`config.mk`:
```
export PLATFORM = sky130hd
export DESIGN_NAME = flash_self_program_sequencer
export DESIGN_NICKNAME = d
export VERILOG_FILES = /design/src/shared/flash_seq_pkg.sv /design/src/verilog/flash_self_program_sequencer.sv
export SDC_FILE = /design/constraint.sdc
export NUM_CORES = 1
export LEC_CHECK = 0
export ABC_AREA = 1
export BUFFER_PORTS_ARGS = -buffer_cell sky130_fd_sc_hd__buf_2
export CAP_MARGIN = 20
export CORE_AREA = 2 2 75 77
export DETAILED_ROUTE_END_ITERATION = 10
export DIE_AREA = 0 0 77 79
export HOLD_SLACK_MARGIN = 0.12
export PLACE_DENSITY = 0.82
export SYNTH_ARGS = -nofsm -noshare
export SYNTH_HDL_FRONTEND = slang
export SYNTH_SLANG_ARGS = --single-unit
```
`constraint.sdc`:
```
create_clock -name core_clk_i -period 1.7 [get_ports core_clk_i]
set_clock_uncertainty 0.1 [all_clocks]
set_input_delay 0 -clock core_clk_i [delete_from_list [all_inputs] [get_ports core_clk_i]]
set_output_delay 0 -clock core_clk_i [all_outputs]
set_load 0.005 [all_outputs]
```
`src/shared/flash_seq_pkg.sv`:
```
//==========================================================================
// Purpose: constants and types shared by the flash self-program sequencer
// Assumes: 16-bit register port, 200 MHz core clock
// Notes:   offsets are word indices on the plain register port
//
// Functional notes
// - operation lasts 4 ms, core stalled meanwhile
// - bit 15 launches; hardware clears it when done
// - software only sets launch bit; resets zero
// - bit 14 permits or inhibits modify operations
// - bit 13 flags improper sequence on launch attempts
// - bit 6 selects erase or program
// - codes 1111, 0010, 0001; mismatches do nothing
// - other operation codes are unimplemented
// - control bits reset only at power-on
// - bits 12-7 and 5-4 read zero
// - keys 55h then AAh precede launch
// - key port is write-only protection
//==========================================================================
package flash_seq_pkg;

    localparam int DATA_W = 16;
    localparam int ADDR_W = 4;

    // ======================================================================
    // register map
    localparam logic [ADDR_W-1:0] CTRL_ADDR = 4'h0;
    localparam logic [ADDR_W-1:0] KEY_ADDR = 4'h1;
    localparam logic [ADDR_W-1:0] IRQ_STS_ADDR = 4'h2;
    localparam logic [ADDR_W-1:0] IRQ_MSK_ADDR = 4'h3;

    // ======================================================================
    // control register fields
    localparam int LAUNCH_BIT = 15;
    localparam int PERMIT_BIT = 14;
    localparam int FAULT_BIT = 13;
    localparam int ERASE_BIT = 6;
    localparam int OPSEL_LSB = 0;
    localparam int OPSEL_W = 4;

    localparam logic [OPSEL_W-1:0] OPSEL_BULK_ERASE = 4'hf;
    localparam logic [OPSEL_W-1:0] OPSEL_ROW_ERASE = 4'h2;
    localparam logic [OPSEL_W-1:0] OPSEL_ROW_PROGRAM = 4'h1;
    localparam logic [OPSEL_W-1:0] OPSEL_RESET = 4'h0;

    localparam logic [7:0] KEY_FIRST = 8'h55;
    localparam logic [7:0] KEY_SECOND = 8'haa;

    // ======================================================================
    // interrupt status / mask layout
    localparam int IRQ_W = 2;
    localparam int IRQ_DONE_BIT = 0;
    localparam int IRQ_FAULT_BIT = 1;

    // ======================================================================
    // timing
    localparam int OP_TIME_NS = 4_000_000;
    localparam int CLK_PERIOD_NS = 5;
    localparam int OP_CYCLES_DEFAULT = OP_TIME_NS / CLK_PERIOD_NS;

    typedef enum logic [1:0] {
        OP_NONE,
        OP_BULK_ERASE,
        OP_ROW_ERASE,
        OP_ROW_PROGRAM
    } op_kind_type;

    typedef enum logic [1:0] {
        KEY_LOCKED,
        KEY_HALF,
        KEY_ARMED
    } key_state_type;

    typedef enum logic {
        SEQ_IDLE,
        SEQ_BUSY
    } seq_state_type;

endpackage

```
`src/verilog/flash_self_program_sequencer.sv`:
```
//==========================================================================
// Purpose: operation control, unlock check and self-timing for run-time
//          self-programming of the on-chip program flash
// Assumes: rst_i is the power-on reset; other resets never reach here
// Notes:   the array itself is outside; this block issues a one-cycle
//          start with the decoded operation and holds the core stalled
//==========================================================================
`timescale 1ns/1ps

module flash_self_program_sequencer #(
    parameter int OP_CYCLES = flash_seq_pkg::OP_CYCLES_DEFAULT
) (
    input wire logic core_clk_i,
    input wire logic rst_i,
    input wire logic [flash_seq_pkg::ADDR_W-1:0] addr_i,
    input wire logic [flash_seq_pkg::DATA_W-1:0] wdata_i,
    input wire logic wr_i,
    input wire logic rd_i,
    output logic [flash_seq_pkg::DATA_W-1:0] rdata_o,
    output logic core_stall_o,
    output logic flash_start_o,
    output flash_seq_pkg::op_kind_type flash_op_o,
    output logic irq_o
);
    import flash_seq_pkg::*;

    localparam int CNT_W = $clog2(OP_CYCLES + 1);

    // ======================================================================
    // elaboration check
    generate
        if (OP_CYCLES < 1) begin : g_bad_cycles
            $error("OP_CYCLES must be at least one");
        end
    endgenerate

    // ======================================================================
    // decode helpers
    function automatic op_kind_type decode_op(
        input logic erase,
        input logic [OPSEL_W-1:0] sel
    );
        op_kind_type kind;
        kind = OP_NONE;
        // mismatched erase select and any other code fall to no operation
        case (sel)
            OPSEL_BULK_ERASE: kind = erase ? OP_BULK_ERASE : OP_NONE;
            OPSEL_ROW_ERASE: kind = erase ? OP_ROW_ERASE : OP_NONE;
            OPSEL_ROW_PROGRAM: kind = erase ? OP_NONE : OP_ROW_PROGRAM;
            default: kind = OP_NONE;
        endcase
        return kind;
    endfunction

    // ======================================================================
    // state
    logic launch_q, launch_d;
    logic permit_q, permit_d;
    logic fault_q, fault_d;
    logic erase_q, erase_d;
    logic [OPSEL_W-1:0] opsel_q, opsel_d;
    key_state_type key_q, key_d;
    seq_state_type seq_q, seq_d;
    logic [CNT_W-1:0] cnt_q, cnt_d;
    logic [IRQ_W-1:0] sts_q, sts_d;
    logic [IRQ_W-1:0] msk_q, msk_d;
    logic [DATA_W-1:0] rdata_q, rdata_d;
    logic start_q, start_d;
    op_kind_type op_q, op_d;
    logic irq_q, irq_d;

    // ======================================================================
    // bus decode
    wire ctrl_wr = wr_i && (addr_i == CTRL_ADDR);
    wire key_wr = wr_i && (addr_i == KEY_ADDR);
    wire sts_wr = wr_i && (addr_i == IRQ_STS_ADDR);
    wire msk_wr = wr_i && (addr_i == IRQ_MSK_ADDR);
    wire [7:0] key_byte = wdata_i[7:0];

    wire busy = (seq_q == SEQ_BUSY);
    wire op_done = busy && (cnt_q == '0);

    // every write of a one to the launch bit is an attempt to be checked
    wire launch_try = ctrl_wr && wdata_i[LAUNCH_BIT];
    wire w_permit = wdata_i[PERMIT_BIT];
    wire w_erase = wdata_i[ERASE_BIT];
    wire [OPSEL_W-1:0] w_opsel = wdata_i[OPSEL_LSB +: OPSEL_W];
    wire op_kind_type w_kind = decode_op(w_erase, w_opsel);

    // permit comes from the same write, so one store can permit and launch
    wire seq_ok = (key_q == KEY_ARMED) && w_permit && !busy;
    wire launch_ok = launch_try && seq_ok && (w_kind != OP_NONE);
    wire launch_bad = launch_try && !seq_ok;

    // ======================================================================
    // unlock key tracking
    always_comb begin
        key_d = key_q;
        if (key_wr) begin
            // key port only ever steps the unlock, it stores nothing
            case (key_q)
                KEY_LOCKED:
                    key_d = (key_byte == KEY_FIRST) ? KEY_HALF : KEY_LOCKED;
                KEY_HALF: begin
                    if (key_byte == KEY_SECOND) begin
                        key_d = KEY_ARMED;
                    end else if (key_byte == KEY_FIRST) begin
                        key_d = KEY_HALF;
                    end else begin
                        key_d = KEY_LOCKED;
                    end
                end
                KEY_ARMED:
                    key_d = (key_byte == KEY_FIRST) ? KEY_HALF : KEY_LOCKED;
                default: key_d = KEY_LOCKED;
            endcase
        end else if (wr_i) begin
            key_d = KEY_LOCKED;
        end
    end

    // ======================================================================
    // control register and operation timer
    always_comb begin
        launch_d = launch_q;
        permit_d = permit_q;
        fault_d = fault_q;
        erase_d = erase_q;
        opsel_d = opsel_q;
        seq_d = seq_q;
        cnt_d = cnt_q;
        start_d = 1'b0;
        op_d = op_q;
        // settings are frozen while an operation runs
        if (ctrl_wr && !busy) begin
            permit_d = w_permit;
            erase_d = w_erase;
            opsel_d = w_opsel;
            fault_d = wdata_i[FAULT_BIT];
        end
        case (seq_q)
            SEQ_IDLE: begin
                if (launch_ok) begin
                    launch_d = 1'b1;
                    seq_d = SEQ_BUSY;
                    cnt_d = CNT_W'(OP_CYCLES - 1);
                    start_d = 1'b1;
                    op_d = w_kind;
                end
            end
            SEQ_BUSY: begin
                if (op_done) begin
                    launch_d = 1'b0;
                    seq_d = SEQ_IDLE;
                    op_d = OP_NONE;
                end else begin
                    cnt_d = cnt_q - 1'b1;
                end
            end
            default: begin
                seq_d = SEQ_IDLE;
                launch_d = 1'b0;
            end
        endcase
        // a fault raised in the same write wins over a software clear
        if (launch_bad) begin
            fault_d = 1'b1;
        end
    end

    // ======================================================================
    // interrupt status, write one to clear, new events win
    always_comb begin
        sts_d = sts_q;
        msk_d = msk_q;
        if (sts_wr) begin
            sts_d = sts_q & ~wdata_i[IRQ_W-1:0];
        end
        if (msk_wr) begin
            msk_d = wdata_i[IRQ_W-1:0];
        end
        if (op_done) begin
            sts_d[IRQ_DONE_BIT] = 1'b1;
        end
        if (launch_bad) begin
            sts_d[IRQ_FAULT_BIT] = 1'b1;
        end
        irq_d = |(sts_d & msk_d);
    end

    // ======================================================================
    // read path, data stands the cycle after the strobe only
    wire [DATA_W-1:0] ctrl_view = {
        launch_q, permit_q, fault_q,
        6'h00,
        erase_q,
        2'h0,
        opsel_q
    };
    wire [DATA_W-1:0] sts_view = {{(DATA_W-IRQ_W){1'b0}}, sts_q};
    wire [DATA_W-1:0] msk_view = {{(DATA_W-IRQ_W){1'b0}}, msk_q};

    always_comb begin
        rdata_d = '0;
        if (rd_i) begin
            case (addr_i)
                CTRL_ADDR: rdata_d = ctrl_view;
                IRQ_STS_ADDR: rdata_d = sts_view;
                IRQ_MSK_ADDR: rdata_d = msk_view;
                // write-only key port and unmapped space read zero
                default: rdata_d = '0;
            endcase
        end
    end

    // ======================================================================
    // flip-flops; rst_i is power-on only so bits survive other resets
    always_ff @(posedge core_clk_i) begin
        if (rst_i) begin
            launch_q <= 1'b0;
            permit_q <= 1'b0;
            fault_q <= 1'b0;
            erase_q <= 1'b0;
            opsel_q <= OPSEL_RESET;
            seq_q <= SEQ_IDLE;
            key_q <= KEY_LOCKED;
            cnt_q <= '0;
        end else begin
            launch_q <= launch_d;
            permit_q <= permit_d;
            fault_q <= fault_d;
            erase_q <= erase_d;
            opsel_q <= opsel_d;
            seq_q <= seq_d;
            key_q <= key_d;
            cnt_q <= cnt_d;
        end
    end

    always_ff @(posedge core_clk_i) begin
        if (rst_i) begin
            sts_q <= '0;
            msk_q <= '0;
            irq_q <= 1'b0;
            rdata_q <= '0;
            start_q <= 1'b0;
            op_q <= OP_NONE;
        end else begin
            sts_q <= sts_d;
            msk_q <= msk_d;
            irq_q <= irq_d;
            rdata_q <= rdata_d;
            start_q <= start_d;
            op_q <= op_d;
        end
    end

    // ======================================================================
    // outputs
    assign rdata_o = rdata_q;
    assign core_stall_o = launch_q;
    assign flash_start_o = start_q;
    assign flash_op_o = op_q;
    assign irq_o = irq_q;

endmodule // flash_self_program_sequencer

```
==> impl_results.md <==
- Die Area: roughly 6000 um^2
- CP Data Arrival Time: around 1.8 ns
- Maximum clock path buffer count: 2
- Crit path max-delay family: simple AND/OR/NAND/NOR gates
- Max frequency: roughly 610 MHz
- Vias/cell: roughly 5.2
- Crit path largest cell delay: approximately 0.35 ns
- Vias in the first global route: between 2000 and 3000
- # diodes: 0
- WP data required: approximately 1.8 ns
- Cell taking the most area after synthesis: dfxtp_1
- Post-layout util: 62.75%
- Gr usage total: between 20 and 25%
- Max_cap viols: 0
- Static leakage: approximately 1.7 nW
- Register area share after synthesis: about 37%
- Nets@finish: between 400 and 500
- Final Cycle Share: 96.96%
- CP cell instances: inv_2 -> ha_2 -> nand2_1 -> nor2_2 -> nand3_2 -> nand2_4 -> nand2_8 -> buf_12 -> o21ai_0 -> a21oi_1
- First-pass GRT wire length: around 11000 um
- CTS clock-pin slew for the worst setup and hold paths: around 0.1 ns
- Fraction of layout cells with a size suffix above 1: between 20% and 30%
- Synth Cell Area: approximately 2500 um^2
- Gate Count Post-Synth: slightly below 400
- Netlist cell types: 34
- Row count: 27
- Initial Util: 47.63%
- CTS Root Buffer Type: clkbuf_8
- Pwr/cell area: ~600 nW/um^2
- WS Path Type: reg -> reg
- Slew Limit Fails: 0
- Number of antenna violations at the first check in global routing: 0
- First-pass DRT Iterations: 6
- Worst Setup End Kind: flip-flop
- IO Count: 45
- Avg Inst Size Synth: roughly 6.5 um^2
- Register bit total from synthesis: between 40 and 50
- Synth area leaders: dfxtp_1 (37%), nand2_1 (15%), nor2_1 (9.0%)
- Design Area, Final: 3349 um^2
- RSZ-0062 raised after global routing: true
- M1 WL: roughly 3000 um
- Clock buffer count from CTS: 5
- Highest metal used: met4
- Final setup vio count: 0
- IO Port Bufs: 31
- Final WL: between 7000 and 8000 um
- Final min period: 1.648 ns
- Dpl cells: around 500
- Overflow after GRT: 0
- Synth warn: 0
- Fin cells: ~540
- Core Area: about 5300 um^2
- Status: completed
- Peak supply drop: 0.0006605 V
- Placed Area: around 2900 um^2
- Crit start category: flip-flop
- Fin worst setup slack: about 0.052 ns
- Largest net degree at the start of global routing: 27
- ANT nets after route: 0
- Iter 0 DRT Violations: 224
- Clock latency on the worst-skew pair: between 0.3 and 0.4 ns
- Die Y: a little under 80 um
- Final hold violation count: 0
- Pre-CTS setup slack: -0.004585 ns
- Post-DP HPWL: ~4500 um
- Gpl congestion: between 0.8 and 0.9
- CTS tree: built
- Synth-to-Final Area Change: 31.74%
- Clock sink count: 47
- DRC viols: 0
- Worst Path Max Fanout: 9
- Die width: 77 um
- DR vias: between 2000 and 3000
- Post-DR wirelength/cell: roughly 13 um
- Met2 wire length: between 3000 and 4000 um
- H-Tree Level Count: 2
- Met3 WL: around 380 um
- WP buf/inv: 2
- Synth top area share: ~37%
- Slowest CP cell: dfxtp_2
- Hold WC Path Type: in -> reg
- Total power: approximately 2.0 mW
synth_stat cells (all sizes together):
library cell / count
nor3: 6
o211ai: 1
nor2: 65
dfxtp: 47
nand2: 108
clkbuf: 4
nand3: 29
inv: 41
conb: 1
xor2: 4
a31oi: 1
nand3b: 2
nor4: 1
o21ai: 21
xnor2: 2
a21oi: 30
ha: 2
buf: 14
nand4: 8
or2: 1
nor3b: 1
layer usage:
metal  vias up  GRT usage, %
li1       1380             -
met5         -             0
met4         0         9.464
met1      1283         25.41
met3        20         3.523
met2       118         40.44
worst paths after layout:
path	start	to	slack, ns	cells after the start
hold reg to reg	opsel_q[3]	rdata_o[3]	0.34	2
setup reg to reg	cnt_q[0]	cnt_q[5]	0.05	10
setup / recovery	cnt_q[0]	cnt_q[5]	0.05	10
hold / removal	addr_i[2]	key_q[0]	0.07	6
what timing repair did:
action | 4_1_cts | 5_1_grt
hold endpoints to repair | 46 | 1
pin swaps | 0 | 9
cloned | 0 | 1
hold buffers | 20 | 2
gates resized for setup | 2 | 42
setup buffers | 0 | 5
setup endpoints to repair | 10 | 34
layout make-up:
class / instances / area, um^2
tap: 72 / 90.09
clock buffer: 5 / 68.82
inverter: 41 / 170.2
multi-input combinational: 290 / 1439
timing repair buffer: 79 / 610.6
fill: 454 / 1988
sequential: 47 / 945.9
clock inverter: 3 / 25.02
cell families after synthesis:
family / after synthesis / synth area share [%]
AND/OR/NAND/NOR: 221 / 38.09
buffers and inverters: 59 / 10.83
AO/OA/AOI/OAI: 53 / 10.88
flip-flops: 47 / 37.01
XOR/XNOR: 6 / 2.067
adder cells (fa/ha/maj): 2 / 0.9841
other: 1 / 0.1475
layout by cell type (no fill, tap or decap), types with 2 or more instances in the layout:
cell type	count
nor2_2	17
inv_2	5
nand4_1	8
buf_12	2
nor2_4	6
nand3_1	28
buf_2	30
nand2_2	5
clkinvlp_4	2
dfxtp_1	43
inv_6	2
o21ai_0	19
clkbuf_8	5
xor2_1	4
nand3b_1	2
o21ai_1	2
nand2_4	2
a21oi_1	28
inv_1	34
buf_4	26
nor2_1	42
dlygate4sd3_1	20
conb_1	8
a21oi_2	2
dfxtp_2	4
nor3_1	6
xnor2_1	2
nand2_1	100
worst min-delay path, cell delays in order:
cell and delay [ns]:
buf_2 0.08, nor2_1 0.06, inv_1 0.09, nor2_1 0.08, o211ai_1 0.09, a21oi_1 0.06
power by group:
part	internal, mW	switching, mW	leakage (nW)
registers	1.10	0.00224	0.381
clock network	0.301	0.443	0.0452
logic	0.0666	0.0871	1.23
metrics by stage:
stage / setup TNS [ns] / hold WS, ns
after global placement: 0 / 0.1938
after CTS: 0 / 0.1107
after global routing: -0.7499 / 0.1619
after detailed placement: -0.01132 / 0.1977
after floorplan: 0 / 0.04860
final: 0 / 0.07325
registers in the layout, indices dropped and copies added (netlist names), 2 cells and up:
register    cells
cnt_q          20
flash_op_o      2
key_q           2
msk_q           2
opsel_q         4
rdata_o         8
sts_q           2
(Power assumes the default switching activity.)
